==> src/sst_pkg.sv <==
// Purpose: Shared constants for the sensor sync and trigger timing block
// Assumes: sys_clk is the master clock at 100 MHz
// Notes:   Positions count line-clock periods; latency counts sys_clk cycles
package sst_pkg;
   localparam int          LINE_W        = 12;
   localparam int          FRAME_W       = 20;
   localparam int          PIX_W         = 10;
   localparam int          FIFO_DEPTH    = 32;
   // Fixed pulse-mode sync width, in line-clock periods
   localparam logic [11:0] LINE_PULSE    = 12'h003;
   localparam logic [19:0] FRAME_PULSE   = 20'h00003;
   // Pixels per row (active columns)
   localparam logic [11:0] N_COL         = 12'h288;
   // Row trigger fall (line sync rise in master mode) to first pixel, in master clocks (at least 3)
   localparam logic [7:0]  PIX_LATENCY   = 8'h10;
   localparam logic [7:0]  LAT_WAIT_LAST = PIX_LATENCY - 8'h03;
   // Row readout states
   typedef enum logic [2:0] {
      ROW_IDLE = 3'b001,
      ROW_WAIT = 3'b010,
      ROW_SEND = 3'b100
   } sst_row_t;
endpackage : sst_pkg

==> src/sst_fifo.sv <==
// Purpose: Pixel FIFO with registered read data and valid/ready both sides
// Assumes: Single clock, synchronous active-high reset
// Notes:   No write into an empty FIFO reaches the output in the same cycle
`timescale 1ns/10ps
module sst_fifo #(
   parameter int WIDTH = 10,
   parameter int DEPTH = 32
) (
   input  wire logic             clk,
   input  wire logic             rst,
   input  wire logic [WIDTH-1:0] in_data,
   input  wire logic             in_valid,
   output logic                  in_ready,
   output logic      [WIDTH-1:0] out_data,
   output logic                  out_valid,
   input  wire logic             out_ready
);
   localparam int AW = $clog2(DEPTH);
   logic [WIDTH-1:0] mem [DEPTH];
   logic [AW-1:0]    wr_q, wr_d, rd_q, rd_d;
   logic [AW:0]      cnt_q, cnt_d;
   logic             rdy_q, rdy_d, ov_q, ov_d;
   logic [WIDTH-1:0] od_q, od_d;
   logic             wr, load;

   // Pointer, count and output stage next values
   always_comb begin
      wr    = in_valid & rdy_q;
      load  = (cnt_q != '0) & (~ov_q | out_ready);
      wr_d  = wr ? AW'(wr_q + 1'b1) : wr_q;
      rd_d  = load ? AW'(rd_q + 1'b1) : rd_q;
      cnt_d = (AW+1)'(cnt_q + {{AW{1'b0}}, wr} - {{AW{1'b0}}, load});
      od_d  = load ? mem[rd_q] : od_q;
      ov_d  = load ? 1'b1 : (out_ready ? 1'b0 : ov_q);
      // Output stage counts toward the depth
      rdy_d = ((AW+1)'(cnt_d + {{AW{1'b0}}, ov_d}) < (AW+1)'(DEPTH));
   end

   // Storage write
   always_ff @(posedge clk) begin
      if (wr) begin
         mem[wr_q] <= in_data;
      end
   end

   // Register state
   always_ff @(posedge clk) begin
      if (rst) begin
         wr_q  <= '0;
         rd_q  <= '0;
         cnt_q <= '0;
         rdy_q <= 1'b0;
         od_q  <= '0;
         ov_q  <= 1'b0;
      end else begin
         wr_q  <= wr_d;
         rd_q  <= rd_d;
         cnt_q <= cnt_d;
         rdy_q <= rdy_d;
         od_q  <= od_d;
         ov_q  <= ov_d;
      end
   end

   assign in_ready  = rdy_q;
   assign out_data  = od_q;
   assign out_valid = ov_q;

   no_overflow_a: assert property (@(posedge clk) disable iff (rst)
      cnt_q <= (AW+1)'(DEPTH)) else $error("fifo count above depth");
endmodule : sst_fifo

==> src/sst_sync_trig.sv <==
// Purpose: Line/frame sync generation and slave row-triggered pixel readout
// Assumes: sys_clk is the master clock; line clock arrives as a pin
// Notes:   Pin inputs pass three flops; a change counts when 2nd and 3rd agree
// Function
// In pulse mode line sync is high for 3 line clocks, then low length-3.
// In pulse mode frame sync is high for 3 line clocks, then low length-3.
// Sync edges are placed by programmable start and end positions.
// The controller holds each row trigger for at least 2 master clocks.
// First pixel of a row leaves a fixed master-clock latency after trigger.
// The controller spaces row triggers by at least latency plus columns.
// Frame trigger falls 1 to 96 master clocks after the last row trigger.
// The controller holds each frame trigger for at least 3 master clocks.
// Fixed-width pulses only in pulse mode; level mode uses start and end.
`timescale 1ns/10ps
module sst_sync_trig
   import sst_pkg::*;
(
   input  wire logic               sys_clk,
   input  wire logic               rst,
   input  wire logic               master_mode,
   input  wire logic               pulse_mode,
   input  wire logic [LINE_W-1:0]  line_length_clocks,
   input  wire logic [FRAME_W-1:0] frame_length_clocks,
   input  wire logic [LINE_W-1:0]  line_sync_start_pos,
   input  wire logic [LINE_W-1:0]  line_sync_end_pos,
   input  wire logic [FRAME_W-1:0] frame_sync_start_pos,
   input  wire logic [FRAME_W-1:0] frame_sync_end_pos,
   input  wire logic               line_clk_pin,
   input  wire logic               row_trig_pin,
   input  wire logic               frame_trig_pin,
   input  wire logic [PIX_W-1:0]   pix_in_data,
   input  wire logic               pix_in_valid,
   output logic                    pix_in_ready,
   output logic                    line_sync,
   output logic                    frame_sync,
   output logic      [PIX_W-1:0]   pix_out_data,
   output logic                    pix_out_valid
);
   // Level-mode window test, wrap-free
   function automatic logic in_window(input logic [FRAME_W-1:0] pos,
                                      input logic [FRAME_W-1:0] first,
                                      input logic [FRAME_W-1:0] last);
      in_window = (pos >= first) && (pos < last);
   endfunction : in_window

   // Distance from start to pos around a ring of len positions
   function automatic logic [FRAME_W-1:0] ring_dist(
      input logic [FRAME_W-1:0] pos,
      input logic [FRAME_W-1:0] first,
      input logic [FRAME_W-1:0] len);
      ring_dist = (pos >= first) ? FRAME_W'(pos - first)
                                 : FRAME_W'(pos + len - first);
   endfunction : ring_dist

   // Pin synchronisers: 0 line clock, 1 row trigger, 2 frame trigger
   logic [2:0] pin_in, s1_q, s2_q, s3_q, filt_q, filt_d;
   assign pin_in = {frame_trig_pin, row_trig_pin, line_clk_pin};
   genvar gi;
   generate
      for (gi = 0; gi < 3; gi++) begin : g_sync
         assign filt_d[gi] = (s2_q[gi] == s3_q[gi]) ? s2_q[gi] : filt_q[gi];
         always_ff @(posedge sys_clk) begin
            if (rst) begin
               s1_q[gi]   <= 1'b0;
               s2_q[gi]   <= 1'b0;
               s3_q[gi]   <= 1'b0;
               filt_q[gi] <= 1'b0;
            end else begin
               s1_q[gi]   <= pin_in[gi];
               s2_q[gi]   <= s1_q[gi];
               s3_q[gi]   <= s2_q[gi];
               filt_q[gi] <= filt_d[gi];
            end
         end
      end
   endgenerate

   logic hclk_rise, row_fall;
   assign hclk_rise = filt_d[0] & ~filt_q[0];
   assign row_fall  = ~filt_d[1] & filt_q[1];

   // Position counters and sync levels
   logic [LINE_W-1:0]  line_pos_q, line_pos_d;
   logic [FRAME_W-1:0] frame_pos_q, frame_pos_d;
   logic               lsync_q, lsync_d, fsync_q, fsync_d;
   logic               line_pulse, frame_pulse, line_lvl, frame_lvl;
   always_comb begin
      line_pos_d  = line_pos_q;
      frame_pos_d = frame_pos_q;
      if (hclk_rise) begin
         line_pos_d  = (line_pos_q >= LINE_W'(line_length_clocks - 1'b1)) ?
                       '0 : LINE_W'(line_pos_q + 1'b1);
         frame_pos_d = (frame_pos_q >= FRAME_W'(frame_length_clocks - 1'b1))
                       ? '0 : FRAME_W'(frame_pos_q + 1'b1);
      end
      // Line pulse 3 wide, wraps at line end
      line_pulse  = ring_dist({8'h00, line_pos_d},
                              {8'h00, line_sync_start_pos},
                              {8'h00, line_length_clocks})
                    < {8'h00, LINE_PULSE};
      // Frame pulse 3 wide, wraps at frame end
      frame_pulse = ring_dist(frame_pos_d, frame_sync_start_pos,
                              frame_length_clocks) < FRAME_PULSE;
      // Programmed edge positions
      line_lvl    = in_window({8'h00, line_pos_d},
                              {8'h00, line_sync_start_pos},
                              {8'h00, line_sync_end_pos});
      frame_lvl   = in_window(frame_pos_d, frame_sync_start_pos,
                              frame_sync_end_pos);
      // Mode select for sync width
      if (master_mode) begin
         lsync_d = pulse_mode ? line_pulse : line_lvl;
         fsync_d = pulse_mode ? frame_pulse : frame_lvl;
      end else begin
         lsync_d = filt_d[1];
         fsync_d = filt_d[2];
      end
   end

   always_ff @(posedge sys_clk) begin
      if (rst) begin
         line_pos_q  <= '0;
         frame_pos_q <= '0;
         lsync_q     <= 1'b0;
         fsync_q     <= 1'b0;
      end else begin
         line_pos_q  <= line_pos_d;
         frame_pos_q <= frame_pos_d;
         lsync_q     <= lsync_d;
         fsync_q     <= fsync_d;
      end
   end

   // Pixel FIFO between pixel source and output bus
   logic [PIX_W-1:0] fifo_data;
   logic             fifo_valid, fifo_take;
   sst_fifo #(.WIDTH(PIX_W), .DEPTH(FIFO_DEPTH)) u_fifo (
      .clk       (sys_clk),
      .rst       (rst),
      .in_data   (pix_in_data),
      .in_valid  (pix_in_valid),
      .in_ready  (pix_in_ready),
      .out_data  (fifo_data),
      .out_valid (fifo_valid),
      .out_ready (fifo_take)
   );

   // Row readout sequencer
   sst_row_t         row_q, row_d;
   logic [7:0]       lat_q, lat_d;
   logic [11:0]      col_q, col_d;
   logic             pov_q, pov_d, row_start;
   logic [PIX_W-1:0] pod_q, pod_d;
   assign row_start = master_mode ? (lsync_d & ~lsync_q) : row_fall;
   assign fifo_take = (row_q == ROW_SEND);
   always_comb begin
      row_d = row_q;
      lat_d = lat_q;
      col_d = col_q;
      pov_d = fifo_take & fifo_valid;
      pod_d = (fifo_take & fifo_valid) ? fifo_data : pod_q;
      case (row_q)
         ROW_IDLE: begin
            // Latency counted from row trigger fall (slave) or line sync rise (master)
            if (row_start) begin
               row_d = ROW_WAIT;
               lat_d = '0;
            end
         end
         ROW_WAIT: begin
            lat_d = 8'(lat_q + 1'b1);
            if (lat_q == LAT_WAIT_LAST) begin
               row_d = ROW_SEND;
               col_d = '0;
            end
         end
         ROW_SEND: begin
            if (fifo_valid) begin
               col_d = 12'(col_q + 1'b1);
               if (col_q == 12'(N_COL - 1'b1)) begin
                  row_d = ROW_IDLE;
               end
            end
         end
         default: row_d = ROW_IDLE;
      endcase
   end

   always_ff @(posedge sys_clk) begin
      if (rst) begin
         row_q <= ROW_IDLE;
         lat_q <= '0;
         col_q <= '0;
         pov_q <= 1'b0;
         pod_q <= '0;
      end else begin
         row_q <= row_d;
         lat_q <= lat_d;
         col_q <= col_d;
         pov_q <= pov_d;
         pod_q <= pod_d;
      end
   end

   assign line_sync     = lsync_q;
   assign frame_sync    = fsync_q;
   assign pix_out_data  = pod_q;
   assign pix_out_valid = pov_q;

   // Helper: line-clock rises seen while each sync is high
   logic [3:0] lcnt_q, lcnt_d, fcnt_q, fcnt_d;
   always_comb begin
      lcnt_d = lsync_q ? 4'(lcnt_q + {3'h0, hclk_rise}) : 4'h0;
      fcnt_d = fsync_q ? 4'(fcnt_q + {3'h0, hclk_rise}) : 4'h0;
   end
   always_ff @(posedge sys_clk) begin
      if (rst) begin
         lcnt_q <= '0;
         fcnt_q <= '0;
      end else begin
         lcnt_q <= lcnt_d;
         fcnt_q <= fcnt_d;
      end
   end

   // Helper: line sync settings, for settle checks
   logic [25:0] lcfg;
   assign lcfg = {master_mode, pulse_mode, line_sync_start_pos,
                  line_sync_end_pos};

   line_pulse_width_a: assert property (@(posedge sys_clk) disable iff (rst)
      master_mode && pulse_mode && $stable(master_mode) && $stable(pulse_mode)
      && lsync_q && !lsync_d && line_length_clocks > 12'h003 |->
      lcnt_d == 4'h3) else $error("line pulse not 3 line clocks");
   frame_pulse_width_a: assert property (@(posedge sys_clk) disable iff (rst)
      master_mode && pulse_mode && $stable(master_mode) && $stable(pulse_mode)
      && fsync_q && !fsync_d && frame_length_clocks > 20'h00003 |->
      fcnt_d == 4'h3) else $error("frame pulse not 3 line clocks");
   line_start_pos_a: assert property (@(posedge sys_clk) disable iff (rst)
      master_mode && $stable(master_mode) && $rose(lsync_q) &&
      $stable(lcfg) && $past(lcfg) == $past(lcfg, 2) |->
      line_pos_q == line_sync_start_pos)
      else $error("line sync rose off start position");
   level_end_pos_a: assert property (@(posedge sys_clk) disable iff (rst)
      master_mode && !pulse_mode && $stable(lcfg) &&
      line_pos_q == line_sync_end_pos |->
      !lsync_q) else $error("level line sync high at end position");
   row_latency_a: assert property (@(posedge sys_clk) disable iff (rst)
      row_q == ROW_IDLE && row_start |-> ##15 row_q == ROW_SEND ##1
      (pix_out_valid == $past(fifo_valid)))
      else $error("row readout latency wrong");
   idle_quiet_a: assert property (@(posedge sys_clk) disable iff (rst)
      row_q == ROW_WAIT |=> !pix_out_valid)
      else $error("pixel out during latency wait");
endmodule : sst_sync_trig

==> config.mk <==
export PLATFORM = sky130hd
export DESIGN_NAME = sst_sync_trig
export DESIGN_NICKNAME = d
export VERILOG_FILES = /design/src/sst_pkg.sv /design/src/sst_fifo.sv /design/src/sst_sync_trig.sv
export SDC_FILE = /design/constraint.sdc
export NUM_CORES = 1
export LEC_CHECK = 0
export ABC_AREA = 1
export ABC_CLOCK_PERIOD_IN_PS = 15000
export BUFFER_PORTS_ARGS = -buffer_cell sky130_fd_sc_hd__buf_2
export CORE_UTILIZATION = 35
export CTS_BUF_LIST = sky130_fd_sc_hd__clkbuf_16
export DETAILED_ROUTE_END_ITERATION = 10
export PLACE_DENSITY = 0.54
export SYNTH_ARGS = -nofsm -noshare
export SYNTH_HDL_FRONTEND = slang
export SYNTH_HIERARCHICAL = 1
export SYNTH_SLANG_ARGS = --single-unit
==> constraint.sdc <==
create_clock -name sys_clk -period 15 [get_ports sys_clk]
set_clock_uncertainty 0.15 [all_clocks]
set_input_delay 0.75 -clock sys_clk [delete_from_list [all_inputs] [get_ports sys_clk]]
set_output_delay 0.75 -clock sys_clk [all_outputs]
set_load 0.05 [all_outputs]
==> results by group <==
Setup path
  – Slowest stage delay, CP: 0.70 ns
  – Crit-path most repeated cell: nand2_1
  – CP Max Fanout: 15
  – CP Data Arrival Time: 7.09 ns
  – Cells on worst reg2reg path: 25
  – Class of the most critical setup path: primary input to register
  – CP endpoint kind: register
  – Startpoint Class: primary input
  – CP max-delay cell: nor3_1
  – WP data required: 15.36 ns

Timing
  – Tcrit/Tclk final: 0.4486
  – Final hold vios: 0
  – Final setup violation count: 0
  – Setup TNS: 0 ns
  – RSZ-0062 raised after global routing: no
  – Hold_ws: 0.2290 ns
  – Worst-Margin Slew: 1.148 ns
  – FMAX: 148.6 MHz
  – Slew HR: 0.2318
  – Crit path time final: 6.729 ns
  – Pins Over Slew Limit: 0
  – Worst setup margin: 8.271 ns

Global routing
  – First-pass GRT wire length: 106.2 mm
  – GRT Max-Usage Layer: met2
  – Global Route Usage Sum: 0.1834
  – Met3 Use GR: 0.03071
  – GRT overflow: 0
  – Vias in the first global route: 18,560
  – Met2 Usage GRT: 0.2839
  – Largest net degree at the start of global routing: 94
  – Met1 usage: 0.2638
  – Initial antenna violation count: 0

Synth
  – Distinct cells, synth: 57
  – Top-count cell post-synth: nand2_1
  – Syn Area/Cell: 8.305 µm²
  – Synth area leader: edfxtp_1
  – Top cells by count, synth: nand2_1 (824), inv_1 (443), edfxtp_1 (320)
  – Yosys warnings: 6
  – Post-synth net total: 3,330
  – Post-Syn Area: 25,220 µm²
  – Top_reg_cell synth: edfxtp_1
  – Top cells by area, synth: edfxtp_1 (38%), nand2_1 (12%), dfxtp_1 (8.6%)
  – Yosys reg bits: 428
  – Area share of the largest cell type after synthesis: 0.3810
  – Asr flop ratio synth: 0
  – Post-synth EDFFs: 320
  – Post-synthesis sequential area ratio: 0.4667
  – Synth Instances: 3,037

Finish
  – Core Util, Final: 0.3951
  – Ant diodes: 0
  – Cell Count, Final, Fillers Out: 4,121
  – Final net count: 3,431
  – Final instance area: 28,200 µm²
  – Share of layout cells above drive strength 1: 0.08735
  – Area Growth Syn to Fin: 11.80%

Placed design
  – Pre-CTS WS: 7.782 ns
  – Placed Cells: 4,039
  – Cell Area, Placed: 26,720 µm²
  – Final HPWL DP: 46.96 mm
  – Placer congestion estimate: 0.9257
  – IO buf count: 127

Detailed routing
  – Final wirelength: 67.12 mm
  – DRC Markers: 0
  – First-pass DRT Iterations: 5
  – Starting DRT DRC Count: 1,389
  – Avg WL per Cell: 16.29 µm
  – Vias per cell: 4.780
  – Post-DRT Antenna Nets: 0
  – Vias: 19,700

Status
  – Outcome: finished, final reports clean

Pwr
  – Design Power: 3.258 mW
  – Total net switching power: 1.086 mW
  – Worst vdd ir: 100.5 µV
  – LEAKAGE: 12.52 nW
  – Switching share of total power: 0.3332
  – Share of power burned in registers: 0.407
  – Clock network power share: 0.342
  – Int Pwr: 2.172 mW
  – Gate power share: 0.251
  – Power per Cell Area: 115.5 nW/µm²

Floorplan
  – Site row count: 98
  – DIE AREA: 73,140 µm²
  – Initial Util: 0.3534
  – Number of I/O pins: 128
  – Die Y: 270.5 µm
  – Die width: 270.5 µm
  – CORE AREA: 71,360 µm²

Clock tree
  – CTS Hold Bufs: 0
  – Post-cts gate resize count: 0
  – Clock Tree Buf Depth: 3
  – Clock slew seen by the registers of the worst setup and hold paths: 0.07 ns
  – CTS root buffer: clkbuf_16
  – Post-CTS Setup Inserts: 0
  – TritonCTS Buffers: 47
  – TritonCTS clock tree: built
  – Clock sinks: 428
  – Htree depth: 2
  – Worst skew pair latency: 0.59 ns

Min path
  – Worst hold stages: 3
  – Hold WC Path Type: primary input to register

Run
  – Max-cap violations: 0
==> layout by cell type, fill, tap and decap left out, types with 11 or more instances in the layout <==
master and count:
fa_1 34, xor2_1 41, nor4_1 17, nand4_1 32
nand3_1 304, edfxtp_1 320, inv_1 456, xnor2_1 33
buf_2 126, nand2_1 824, ha_1 145, o21ai_0 73
nor2_1 258, nor3_1 52, nand2_2 11, clkbuf_16 49
a21oi_1 146, dfxtp_1 106
==> worst paths after layout <==
| kind | slack [ns] | from | to |
|---|---|---|---|
| worst max-delay path | 8.27 | frame_length_clocks[0] | frame_sync |
| worst min-delay path | 0.23 | line_clk_pin | s1_q[0] |
| worst max register to register | 9.56 | frame_pos_q[0] | frame_sync |
| worst min register to register | 0.27 | s1_q[1] | s2_q[1] |
==> cell type report <==
class / count / area, µm²
clock buffer: 49 / 1226
multi-input combinational: 2071 / 11350
inverter: 455 / 1712
timing repair buffer: 135 / 698.2
clock inverter: 33 / 247.7
fill: 7355 / 43170
tap: 950 / 1189
sequential: 428 / 11780
==> worst max-delay path: cells and delay by family <==
family / cells / cell delay, ns
XOR/XNOR: 1 / 0.15
AO/OA/AOI/OAI: 3 / 0.42
buffers and inverters: 4 / 0.66
adder cells (fa/ha/maj): 4 / 1.39
AND/OR/NAND/NOR: 24 / 3.73
==> metal layers <==
metal | vias up | part of all wire
met1 | 8998 | 0.49
met4 | 0 | 0.021
met5 | - | 0
met2 | 506 | 0.43
li1 | 10120 | -
met3 | 71 | 0.058
==> cell families after synthesis <==
| group | after synthesis | synth area share |
|---|---|---|
| AND/OR/NAND/NOR | 1554 | 0.2676 |
| buffers and inverters | 538 | 0.08334 |
| flip-flops | 428 | 0.4667 |
| AO/OA/AOI/OAI | 264 | 0.05774 |
| adder cells (fa/ha/maj) | 179 | 0.09891 |
| XOR/XNOR | 74 | 0.02570 |
==> state kept, by name (all words and copies together) (netlist names), 3 cells and up <==
signal,flops
col_q,12
filt_q,3
frame_pos_q,20
lat_q,8
line_pos_q,12
pix_out_data,10
row_q,3
s1_q,3
s2_q,3
s3_q,3
u_fifo/cnt_q,6
u_fifo/mem,320
u_fifo/out_data,10
u_fifo/rd_q,5
u_fifo/wr_q,5
==> power by group through the flow <==
stage               Combinational [mW]  Clock (mW)  Sequential [mW]
floorplan                        0.579           0             1.34
global placement                 0.820           0             1.35
detailed placement               0.817           0             1.35
CTS                              0.821        1.15             1.33
global route                     0.929        1.19             1.33
finish                           0.817        1.11             1.33
Note: power is estimated with default switching activity, not from simulation.
